**src/hdl/ltw_pkg.sv**
```systemverilog
/*
 * Constants, register layout and carrier types for the small timebase, watchdog and input capture timer.
 * Assumes a single oscillator clock that is also the bus clock, and an AXI4-Lite master on the register side.
 */
package ltw_pkg;

   // ==========================================================================
   // Register map: printed offsets are register indices, byte address is four times the index.
   localparam int ADDR_W = 8;
   localparam logic [7:0] CSR_INDEX = 8'h0B;
   localparam logic [7:0] ICR_INDEX = 8'h0C;
   localparam logic [ADDR_W-1:0] CSR_ADDR = ADDR_W'({CSR_INDEX, 2'b00});
   localparam logic [ADDR_W-1:0] ICR_ADDR = ADDR_W'({ICR_INDEX, 2'b00});

   // ==========================================================================
   // Status/control field positions.
   localparam int BIT_CAPTURE_IRQ_ENABLE = 7;
   localparam int BIT_CAPTURE_FLAG = 6;
   localparam int BIT_PERIOD_DOUBLE_SELECT = 5;
   localparam int BIT_TIMEBASE_IRQ_ENABLE = 4;
   localparam int BIT_TIMEBASE_FLAG = 3;
   localparam int BIT_WATCHDOG_RESET_FLAG = 2;
   localparam int BIT_WATCHDOG_ENABLE = 1;
   localparam int BIT_WATCHDOG_REFRESH = 0;

   // ==========================================================================
   // Reset values and timing counts in oscillator clocks.
   localparam logic [7:0] CSR_RESET = 8'h00;
   localparam logic [7:0] ICR_RESET = 8'h00;
   localparam logic [12:0] COUNT_WRAP = 13'h1F3F;
   localparam int WAKE_SHORT_CYCLES = 256;
   localparam int WAKE_LONG_CYCLES = 512;
   localparam logic [9:0] WAKE_SHORT_LOAD = 10'(WAKE_SHORT_CYCLES - 1);
   localparam logic [9:0] WAKE_LONG_LOAD = 10'(WAKE_LONG_CYCLES - 1);
   localparam logic [4:0] WDG_PULSE_LOAD = 5'h0F;

   // ==========================================================================
   // Bus answers and decode results.
   localparam logic [1:0] RESP_OKAY = 2'h0;
   localparam logic [1:0] RESP_SLVERR = 2'h2;
   typedef enum logic [1:0] {
      LTW_SEL_NONE = 2'b00,
      LTW_SEL_CSR = 2'b01,
      LTW_SEL_ICR = 2'b10
   } ltw_sel_t;

   // ==========================================================================
   // AXI4-Lite carriers, signal names as published.
   typedef struct packed {
      logic awvalid;
      logic [ADDR_W-1:0] awaddr;
      logic [2:0] awprot;
      logic wvalid;
      logic [31:0] wdata;
      logic [3:0] wstrb;
      logic bready;
      logic arvalid;
      logic [ADDR_W-1:0] araddr;
      logic [2:0] arprot;
      logic rready;
   } ltw_axi_req_t;

   typedef struct packed {
      logic awready;
      logic wready;
      logic bvalid;
      logic [1:0] bresp;
      logic arready;
      logic rvalid;
      logic [31:0] rdata;
      logic [1:0] rresp;
   } ltw_axi_rsp_t;

   // ==========================================================================
   // Timer state, cleared by chip reset, and by a watchdog reset except for the watchdog reset flag.
   typedef struct packed {
      logic [12:0] count;
      logic tb_half;
      logic wdg_half;
      logic expired;
      logic capture_irq_enable;
      logic capture_flag;
      logic period_double_select;
      logic timebase_irq_enable;
      logic timebase_flag;
      logic watchdog_reset_flag;
      logic watchdog_enable_bit;
      logic watchdog_refresh_bit;
      logic [7:0] capture_value;
      logic halted;
      logic wake_wait;
      logic [9:0] wake_count;
   } ltw_tmr_t;

   // Bus slave state, kept across a watchdog reset so a transfer in flight still ends.
   typedef struct packed {
      logic aw_held;
      logic w_held;
      logic [ADDR_W-1:0] awaddr;
      logic [7:0] wdata;
      logic wstrb0;
      ltw_axi_rsp_t rsp;
   } ltw_bus_t;

   typedef struct packed {
      ltw_tmr_t tmr;
      ltw_bus_t bus;
      logic [2:0] pin_sync;
      logic pin_level;
      logic wdg_reset;
      logic [4:0] wdg_pulse;
      logic tb_irq;
      logic ic_irq;
   } ltw_state_t;

   localparam ltw_tmr_t TMR_RESET = '{default: '0};

endpackage : ltw_pkg

```
**src/hdl/ltw_lite_timer.sv**
```systemverilog
/*
 * Timebase, watchdog and 8-bit input capture timer with an AXI4-Lite register slave.
 * Assumes clk_i is the oscillator clock, that the CPU core reports halt and wake events on this clock,
 * and that watchdog_reset_o is fed into the chip reset tree by the surrounding logic.
 */
// Implementation choices: register access over AXI4-Lite and the register addresses.
module ltw_lite_timer (
   input wire logic clk_i,
   input wire logic reset_n_i,
   input wire logic clk_en_i,
   input wire ltw_pkg::ltw_axi_req_t axi_req_i,
   output ltw_pkg::ltw_axi_rsp_t axi_rsp_o,
   input wire logic capture_input_pin_i,
   input wire logic halt_i,
   input wire logic ext_wake_i,
   input wire logic cpu_irq_mask_i,
   input wire logic hw_watchdog_opt_i,
   input wire logic reset_on_halt_opt_i,
   input wire logic wake_delay_long_i,
   output logic tb_irq_o,
   output logic ic_irq_o,
   output logic watchdog_reset_o
);

   // ==========================================================================
   // Address decode, shared by the read and write paths.
   function automatic ltw_pkg::ltw_sel_t ltw_decode(input logic [ltw_pkg::ADDR_W-1:0] addr);
      ltw_pkg::ltw_sel_t sel;
      sel = ltw_pkg::LTW_SEL_NONE;
      if (addr == ltw_pkg::CSR_ADDR) begin
         sel = ltw_pkg::LTW_SEL_CSR;
      end else if (addr == ltw_pkg::ICR_ADDR) begin
         sel = ltw_pkg::LTW_SEL_ICR;
      end
      return sel;
   endfunction : ltw_decode

   // Reset image: ready to accept on both bus paths, everything else cleared.
   localparam ltw_pkg::ltw_axi_rsp_t RSP_RESET = '{awready: 1'b1, wready: 1'b1, arready: 1'b1, default: '0};
   localparam ltw_pkg::ltw_state_t STATE_RESET = '{bus: '{rsp: RSP_RESET, default: '0}, default: '0};

   ltw_pkg::ltw_state_t s;
   ltw_pkg::ltw_state_t next_s;

   logic counting;
   logic overflow;
   logic tb_event;
   logic period_end;
   logic pin_edge;
   logic capture_take;
   logic wdg_active;
   logic do_write;
   logic csr_write;
   logic csr_read;
   logic icr_read;
   logic force_reset;
   logic halt_reset;
   logic wdg_trigger;
   ltw_pkg::ltw_sel_t wsel;
   ltw_pkg::ltw_sel_t rsel;

   // ==========================================================================
   // Event decode from the current state.
   // The counter runs only while the oscillator is running and not in the wake-up delay.
   assign counting = !s.tmr.halted && !s.tmr.wake_wait;
   assign overflow = counting && (s.tmr.count == ltw_pkg::COUNT_WRAP);
   // Double period takes every second overflow.
   assign tb_event = overflow && (!s.tmr.period_double_select || s.tmr.tb_half);
   // Watchdog period is two overflows, counted from chip reset.
   assign period_end = overflow && s.tmr.wdg_half;
   // Edge is accepted only once the second and third stages agree on a new level.
   assign pin_edge = (s.pin_sync[1] == s.pin_sync[2]) && (s.pin_sync[2] != s.pin_level);
   // The capture path sleeps with the oscillator in halt.
   assign capture_take = pin_edge && !s.tmr.capture_flag && !s.tmr.halted;
   assign wdg_active = hw_watchdog_opt_i || s.tmr.watchdog_enable_bit;
   assign wsel = ltw_decode(s.bus.awaddr);
   assign rsel = ltw_decode(axi_req_i.araddr);
   assign do_write = s.bus.aw_held && s.bus.w_held && !s.bus.rsp.bvalid;
   assign csr_write = do_write && s.bus.wstrb0 && (wsel == ltw_pkg::LTW_SEL_CSR);
   assign csr_read = axi_req_i.arvalid && s.bus.rsp.arready && (rsel == ltw_pkg::LTW_SEL_CSR);
   assign icr_read = axi_req_i.arvalid && s.bus.rsp.arready && (rsel == ltw_pkg::LTW_SEL_ICR);
   // Forcing only works once the watchdog is running.
   assign force_reset = csr_write && s.bus.wdata[ltw_pkg::BIT_WATCHDOG_RESET_FLAG] && wdg_active;
   assign halt_reset = halt_i && reset_on_halt_opt_i && !s.tmr.halted;
   // A period already run out before enabling fires as soon as the watchdog is active.
   // With the oscillator stopped nothing may reset, the halt reset included; a stale expiry waits for the wake-up.
   assign wdg_trigger = halt_reset || (!s.tmr.halted && (force_reset ||
                        (wdg_active && (s.tmr.expired || (period_end && !s.tmr.watchdog_refresh_bit)))));

   // ==========================================================================
   // Next-state logic for the whole block.
   always_comb begin
      next_s = s;

      // Bus write address and data are taken in either order and held until the response.
      if (axi_req_i.awvalid && s.bus.rsp.awready) begin
         next_s.bus.aw_held = 1'b1;
         next_s.bus.rsp.awready = 1'b0;
         next_s.bus.awaddr = axi_req_i.awaddr;
      end
      if (axi_req_i.wvalid && s.bus.rsp.wready) begin
         next_s.bus.w_held = 1'b1;
         next_s.bus.rsp.wready = 1'b0;
         next_s.bus.wdata = axi_req_i.wdata[7:0];
         next_s.bus.wstrb0 = axi_req_i.wstrb[0];
      end
      if (do_write) begin
         next_s.bus.aw_held = 1'b0;
         next_s.bus.w_held = 1'b0;
         next_s.bus.rsp.bvalid = 1'b1;
         next_s.bus.rsp.bresp = (wsel == ltw_pkg::LTW_SEL_NONE) ? ltw_pkg::RESP_SLVERR : ltw_pkg::RESP_OKAY;
      end
      if (s.bus.rsp.bvalid && axi_req_i.bready) begin
         next_s.bus.rsp.bvalid = 1'b0;
         next_s.bus.rsp.awready = 1'b1;
         next_s.bus.rsp.wready = 1'b1;
      end

      // Read data is sampled from the state as the address is taken.
      if (axi_req_i.arvalid && s.bus.rsp.arready) begin
         next_s.bus.rsp.arready = 1'b0;
         next_s.bus.rsp.rvalid = 1'b1;
         next_s.bus.rsp.rresp = ltw_pkg::RESP_OKAY;
         next_s.bus.rsp.rdata = 32'h0000_0000;
         unique case (rsel)
            ltw_pkg::LTW_SEL_CSR: begin
               next_s.bus.rsp.rdata[7:0] = {s.tmr.capture_irq_enable, s.tmr.capture_flag,
                                            s.tmr.period_double_select, s.tmr.timebase_irq_enable,
                                            s.tmr.timebase_flag, s.tmr.watchdog_reset_flag,
                                            s.tmr.watchdog_enable_bit, s.tmr.watchdog_refresh_bit};
            end
            ltw_pkg::LTW_SEL_ICR: begin
               next_s.bus.rsp.rdata[7:0] = s.tmr.capture_value;
            end
            default: begin
               next_s.bus.rsp.rresp = ltw_pkg::RESP_SLVERR;
            end
         endcase
      end
      if (s.bus.rsp.rvalid && axi_req_i.rready) begin
         next_s.bus.rsp.rvalid = 1'b0;
         next_s.bus.rsp.arready = 1'b1;
      end

      // Pin synchroniser: the first stage feeds only the second.
      next_s.pin_sync = {s.pin_sync[1:0], capture_input_pin_i};
      if (pin_edge) begin
         next_s.pin_level = s.pin_sync[2];
      end

      // Counter and its phase bits.
      if (counting) begin
         next_s.tmr.count = overflow ? 13'h0000 : 13'(s.tmr.count + 13'h0001);
      end
      if (overflow) begin
         next_s.tmr.tb_half = !s.tmr.tb_half;
         next_s.tmr.wdg_half = !s.tmr.wdg_half;
      end

      // Software clears go first so that a hardware set in the same cycle wins.
      if (csr_read) begin
         next_s.tmr.timebase_flag = 1'b0;
         next_s.tmr.watchdog_reset_flag = 1'b0;
      end
      if (icr_read) begin
         next_s.tmr.capture_flag = 1'b0;
      end
      if (period_end) begin
         next_s.tmr.watchdog_refresh_bit = 1'b0;
         next_s.tmr.expired = !s.tmr.watchdog_refresh_bit;
      end
      // Writes to the capture flag and timebase flag are ignored; refresh is only ever set.
      if (csr_write) begin
         next_s.tmr.capture_irq_enable = s.bus.wdata[ltw_pkg::BIT_CAPTURE_IRQ_ENABLE];
         next_s.tmr.period_double_select = s.bus.wdata[ltw_pkg::BIT_PERIOD_DOUBLE_SELECT];
         next_s.tmr.timebase_irq_enable = s.bus.wdata[ltw_pkg::BIT_TIMEBASE_IRQ_ENABLE];
         next_s.tmr.watchdog_enable_bit = s.bus.wdata[ltw_pkg::BIT_WATCHDOG_ENABLE];
         if (s.bus.wdata[ltw_pkg::BIT_WATCHDOG_REFRESH]) begin
            next_s.tmr.watchdog_refresh_bit = 1'b1;
         end
      end
      if (tb_event) begin
         next_s.tmr.timebase_flag = 1'b1;
      end
      if (capture_take) begin
         next_s.tmr.capture_flag = 1'b1;
         next_s.tmr.capture_value = s.tmr.count[12:5];
      end

      // Halt without the reset-on-halt option stops the oscillator; an external interrupt restarts it after the wake-up delay.
      if (s.tmr.halted) begin
         if (ext_wake_i) begin
            next_s.tmr.halted = 1'b0;
            next_s.tmr.wake_wait = 1'b1;
            next_s.tmr.wake_count = wake_delay_long_i ? ltw_pkg::WAKE_LONG_LOAD : ltw_pkg::WAKE_SHORT_LOAD;
         end
      end else if (halt_i && !reset_on_halt_opt_i) begin
         next_s.tmr.halted = 1'b1;
      end else if (s.tmr.wake_wait) begin
         next_s.tmr.wake_count = 10'(s.tmr.wake_count - 10'h001);
         if (s.tmr.wake_count == 10'h000) begin
            next_s.tmr.wake_wait = 1'b0;
         end
      end

      // A watchdog reset clears the timer like a chip reset but leaves its flag set.
      if (s.wdg_reset) begin
         next_s.tmr = ltw_pkg::TMR_RESET;
         next_s.tmr.watchdog_reset_flag = 1'b1;
         next_s.wdg_pulse = 5'(s.wdg_pulse - 5'h01);
         next_s.wdg_reset = (s.wdg_pulse != 5'h00);
      end else if (wdg_trigger) begin
         next_s.wdg_reset = 1'b1;
         next_s.wdg_pulse = ltw_pkg::WDG_PULSE_LOAD;
      end

      // Interrupt requests follow the flags, each gated by its enable and the CPU mask.
      next_s.tb_irq = next_s.tmr.timebase_flag && next_s.tmr.timebase_irq_enable && !cpu_irq_mask_i;
      next_s.ic_irq = next_s.tmr.capture_flag && next_s.tmr.capture_irq_enable && !cpu_irq_mask_i;
   end

   // ==========================================================================
   // State register; a low clock enable freezes everything, bus included.
   always_ff @(posedge clk_i or negedge reset_n_i) begin
      if (!reset_n_i) begin
         s <= STATE_RESET;
      end else if (clk_en_i) begin
         s <= next_s;
      end
   end

   assign axi_rsp_o = s.bus.rsp;
   assign tb_irq_o = s.tb_irq;
   assign ic_irq_o = s.ic_irq;
   assign watchdog_reset_o = s.wdg_reset;
endmodule : ltw_lite_timer

```
**config.mk**
```make
export PLATFORM = sky130hd
export DESIGN_NAME = ltw_lite_timer
export DESIGN_NICKNAME = d
export VERILOG_FILES = /design/src/hdl/ltw_pkg.sv /design/src/hdl/ltw_lite_timer.sv
export SDC_FILE = /design/constraint.sdc
export NUM_CORES = 1
export LEC_CHECK = 0
export BUFFER_PORTS_ARGS = -buffer_cell sky130_fd_sc_hd__buf_2
export CAP_MARGIN = 20
export CORE_ASPECT_RATIO = 0.8
export CORE_MARGIN = 2
export CORE_UTILIZATION = 30
export DETAILED_ROUTE_END_ITERATION = 16
export GPL_ROUTABILITY_DRIVEN = 0
export SETUP_SLACK_MARGIN = 0.3
export SLEW_MARGIN = 0
export SYNTH_ARGS = -nofsm -noshare
export SYNTH_HDL_FRONTEND = slang
export SYNTH_SLANG_ARGS = --single-unit
export TNS_END_PERCENT = 30
```
**constraint.sdc**
```tcl
create_clock -name clk_i -period 3.6 [get_ports clk_i]
set_input_delay 0.72 -clock clk_i [delete_from_list [all_inputs] [get_ports clk_i]]
set_output_delay 0.72 -clock clk_i [all_outputs]
set_load 0.01 [all_outputs]
```
==> results.toml <==
[synth]
synth_top_area_share_pct = 46.6
syn_inst = 466
yosysWarnings = 0
synth-edff-count = 0
ys_ff_latch = 88
synth_commonest_cells = "dfrtp_1 (85), nor2_1 (50), nand2_1 (44), buf_4 (41), o21ai_0 (24)"
synth_area_mm2 = 0.00456
synth_area_leaders = "dfrtp_1 (47%), buf_4 (6.7%), mux2_2 (4.2%), nor2_1 (4.1%), nand2_1 (3.6%)"
ys.flop_type = "dfrtp_1"
syn_area_per_cell_um2 = 9.79
netlist.top_cell.by_area = "dfrtp_1"
ys_seq_area_share_pct = 48.4
synth-async-reset-ratio_pct = 100
yosys.cell_count.top_type = "dfrtp_1"
synth_cell_type_count = 65

[cts]
root_buffer = "clkbuf_16"
cts_buffer_depth = 2
postCtsSetupBuffers = 0
cts_tree = "yes"
cts-resized-gates = 0
clock_latency_ps = 330
htree_levels = 3
clk_pin_slew_ps = 70
numCtsBuffers = 9
hold_buffers = 0
cts_sinks = 88

[setup_path]
r2r.worst_path.cells = 5
cp_data_required_time_ps = 3820
endpoint_kind = "flip-flop"
path_max_fanout = 17
cp-startpoint = "s[83]"
crit_end = "s[4]"
worstPathArrival_ps = 2450
start_kind = "flip-flop"
r2r-start = "s[83]"
crit_type = "reg2reg"
reg2reg_slack_ps = 1370
worst_r2r_endpoint = "s[4]"

[floorplan]
io_pins = 117
die_area_mm2 = 0.0162
start_util_pct = 30.5
die_y_um = 114
core_area_mm2 = 0.0150
rows = 40
die_w_um = 142

[placed_design]
portBuffers = 55
place_ws_ps = 1020
hpwlAfterDp_um = 7150

[sta]
timing.fmax_mhz = 449
skew_ps = 7.88
timing.final.ws_setup_ps = 1370
drv_slew = 0
finalHoldViolCount = 0
rsz0062_at_grt = "no"
max_slew_margin_pct = 54.7
finalSetupTns_ps = 0
setup_viol = 0
min_period_over_period_pct = 61.8
period_minus_slack_ps = 2230
tightest_slew_ps = 673

[detailed_routing]
wl_per_cell_um = 14.5
drt_iter0_drc = 230
dr.pass1.iters = 4
ant_nets = 0
vias_per_cell = 5.07
vias = 3547
drc = 0
wl_um = 10200

[layout]
syn2layout_area_growth_pct = 12.6
drive_gt1_share_pct = 21.5
layout.nets = 582
antenna_cells = 0

[power]
ir_drop_mv = 0.238
finalPower_mw = 3.25
leakage_nw = 2.33
power_density_mw_per_mm2 = 634

[global_routing]
grt_pass1_wl_um = 16700
grt_pass1_vias = 3322
antenna_found_initial = 0
overflow = 0
grt_max_degree = 35
track_usage_pct = 12.9

[hold_path]
min_path_type = "in2async"

[run]
cap_violations = 0

[outcome]
status = "completed"
[registers in the layout, indices dropped and copies added, names as in the netlist]
name and count:
tb_irq_o 1, axi_rsp_o 15, s 68, next_s 2
ic_irq_o 1, watchdog_reset_o 1
[cell type report]
type | instances | area [um^2]
Clock buffer | 11 | 243
Clock inverter | 5 | 41.3
Fill cell | 1495 | 9830
Inverter | 16 | 60.1
Multi-Input combinational cell | 329 | 2020
Sequential cell | 88 | 2210
Tap cell | 189 | 236
Timing Repair Buffer | 62 | 330
[worst min path at each step]
stage / endpoint / cells after the start / start / slack [ps]
final: s[11] / 1 / reset_n_i / 300
after global routing: s[11] / 1 / reset_n_i / 320
after CTS: s[11] / 1 / reset_n_i / 310
after detailed placement: s[94] / 2 / s[94] / 470
after global placement: s[94] / 2 / s[94] / 470
after floorplan: axi_rsp_o[1] / 0 / reset_n_i / 420
[through the flow]
stage	util, %	hold slack, ps	area [um^2]	instances
after detailed placement	32.4	470	4850	684
after CTS	34.3	309	5130	700
after floorplan	-	424	4650	491
after global routing	34.3	319	5130	700
after global placement	32.4	467	4850	684
final	34.3	305	5130	700
[routing by layer]
metal	global-route usage [%]	routed length, um	vias up
li1	-	-	1684
met1	16.8	4700	1741
met2	21.5	4860	116
met3	3.97	540	6
met4	2.27	52	0
met5	0	0	-
[where the power goes]
group	switching (mW)	total [mW]	internal [mW]
clock	0.396	0.889	0.493
sequential	0.257	1.48	1.23
combinational	0.494	0.881	0.387
[logic make-up after synthesis]
family / count (synthesis) / synth area share, %
AO/OA/AOI/OAI: 98 / 15.3
XOR/XNOR: 15 / 2.88
adder cells (fa/ha/maj): 3 / 0.823
buffers and inverters: 74 / 9.47
flip-flops: 88 / 48.4
multiplexers: 20 / 4.86
other: 1 / 0.0822
AND/OR/NAND/NOR: 167 / 18.3
[critical path, stage by stage, from the launching register on]
cell,delay (ps)
dfrtp_1,590
nand4bb_1,370
nor4_4,520
and3_2,300
nor2_1,50
a221oi_1,280
[layout by cell type (no fill, tap or decap), types with 15 or more instances in the layout]
cell	n
a21oi_1	15
buf_2	54
conb_1	26
dfrtp_1	85
inv_1	16
mux2_2	17
nand2_1	44
nand3_1	20
nor2_1	50
o21ai_0	24
(Power assumes the default switching activity.)
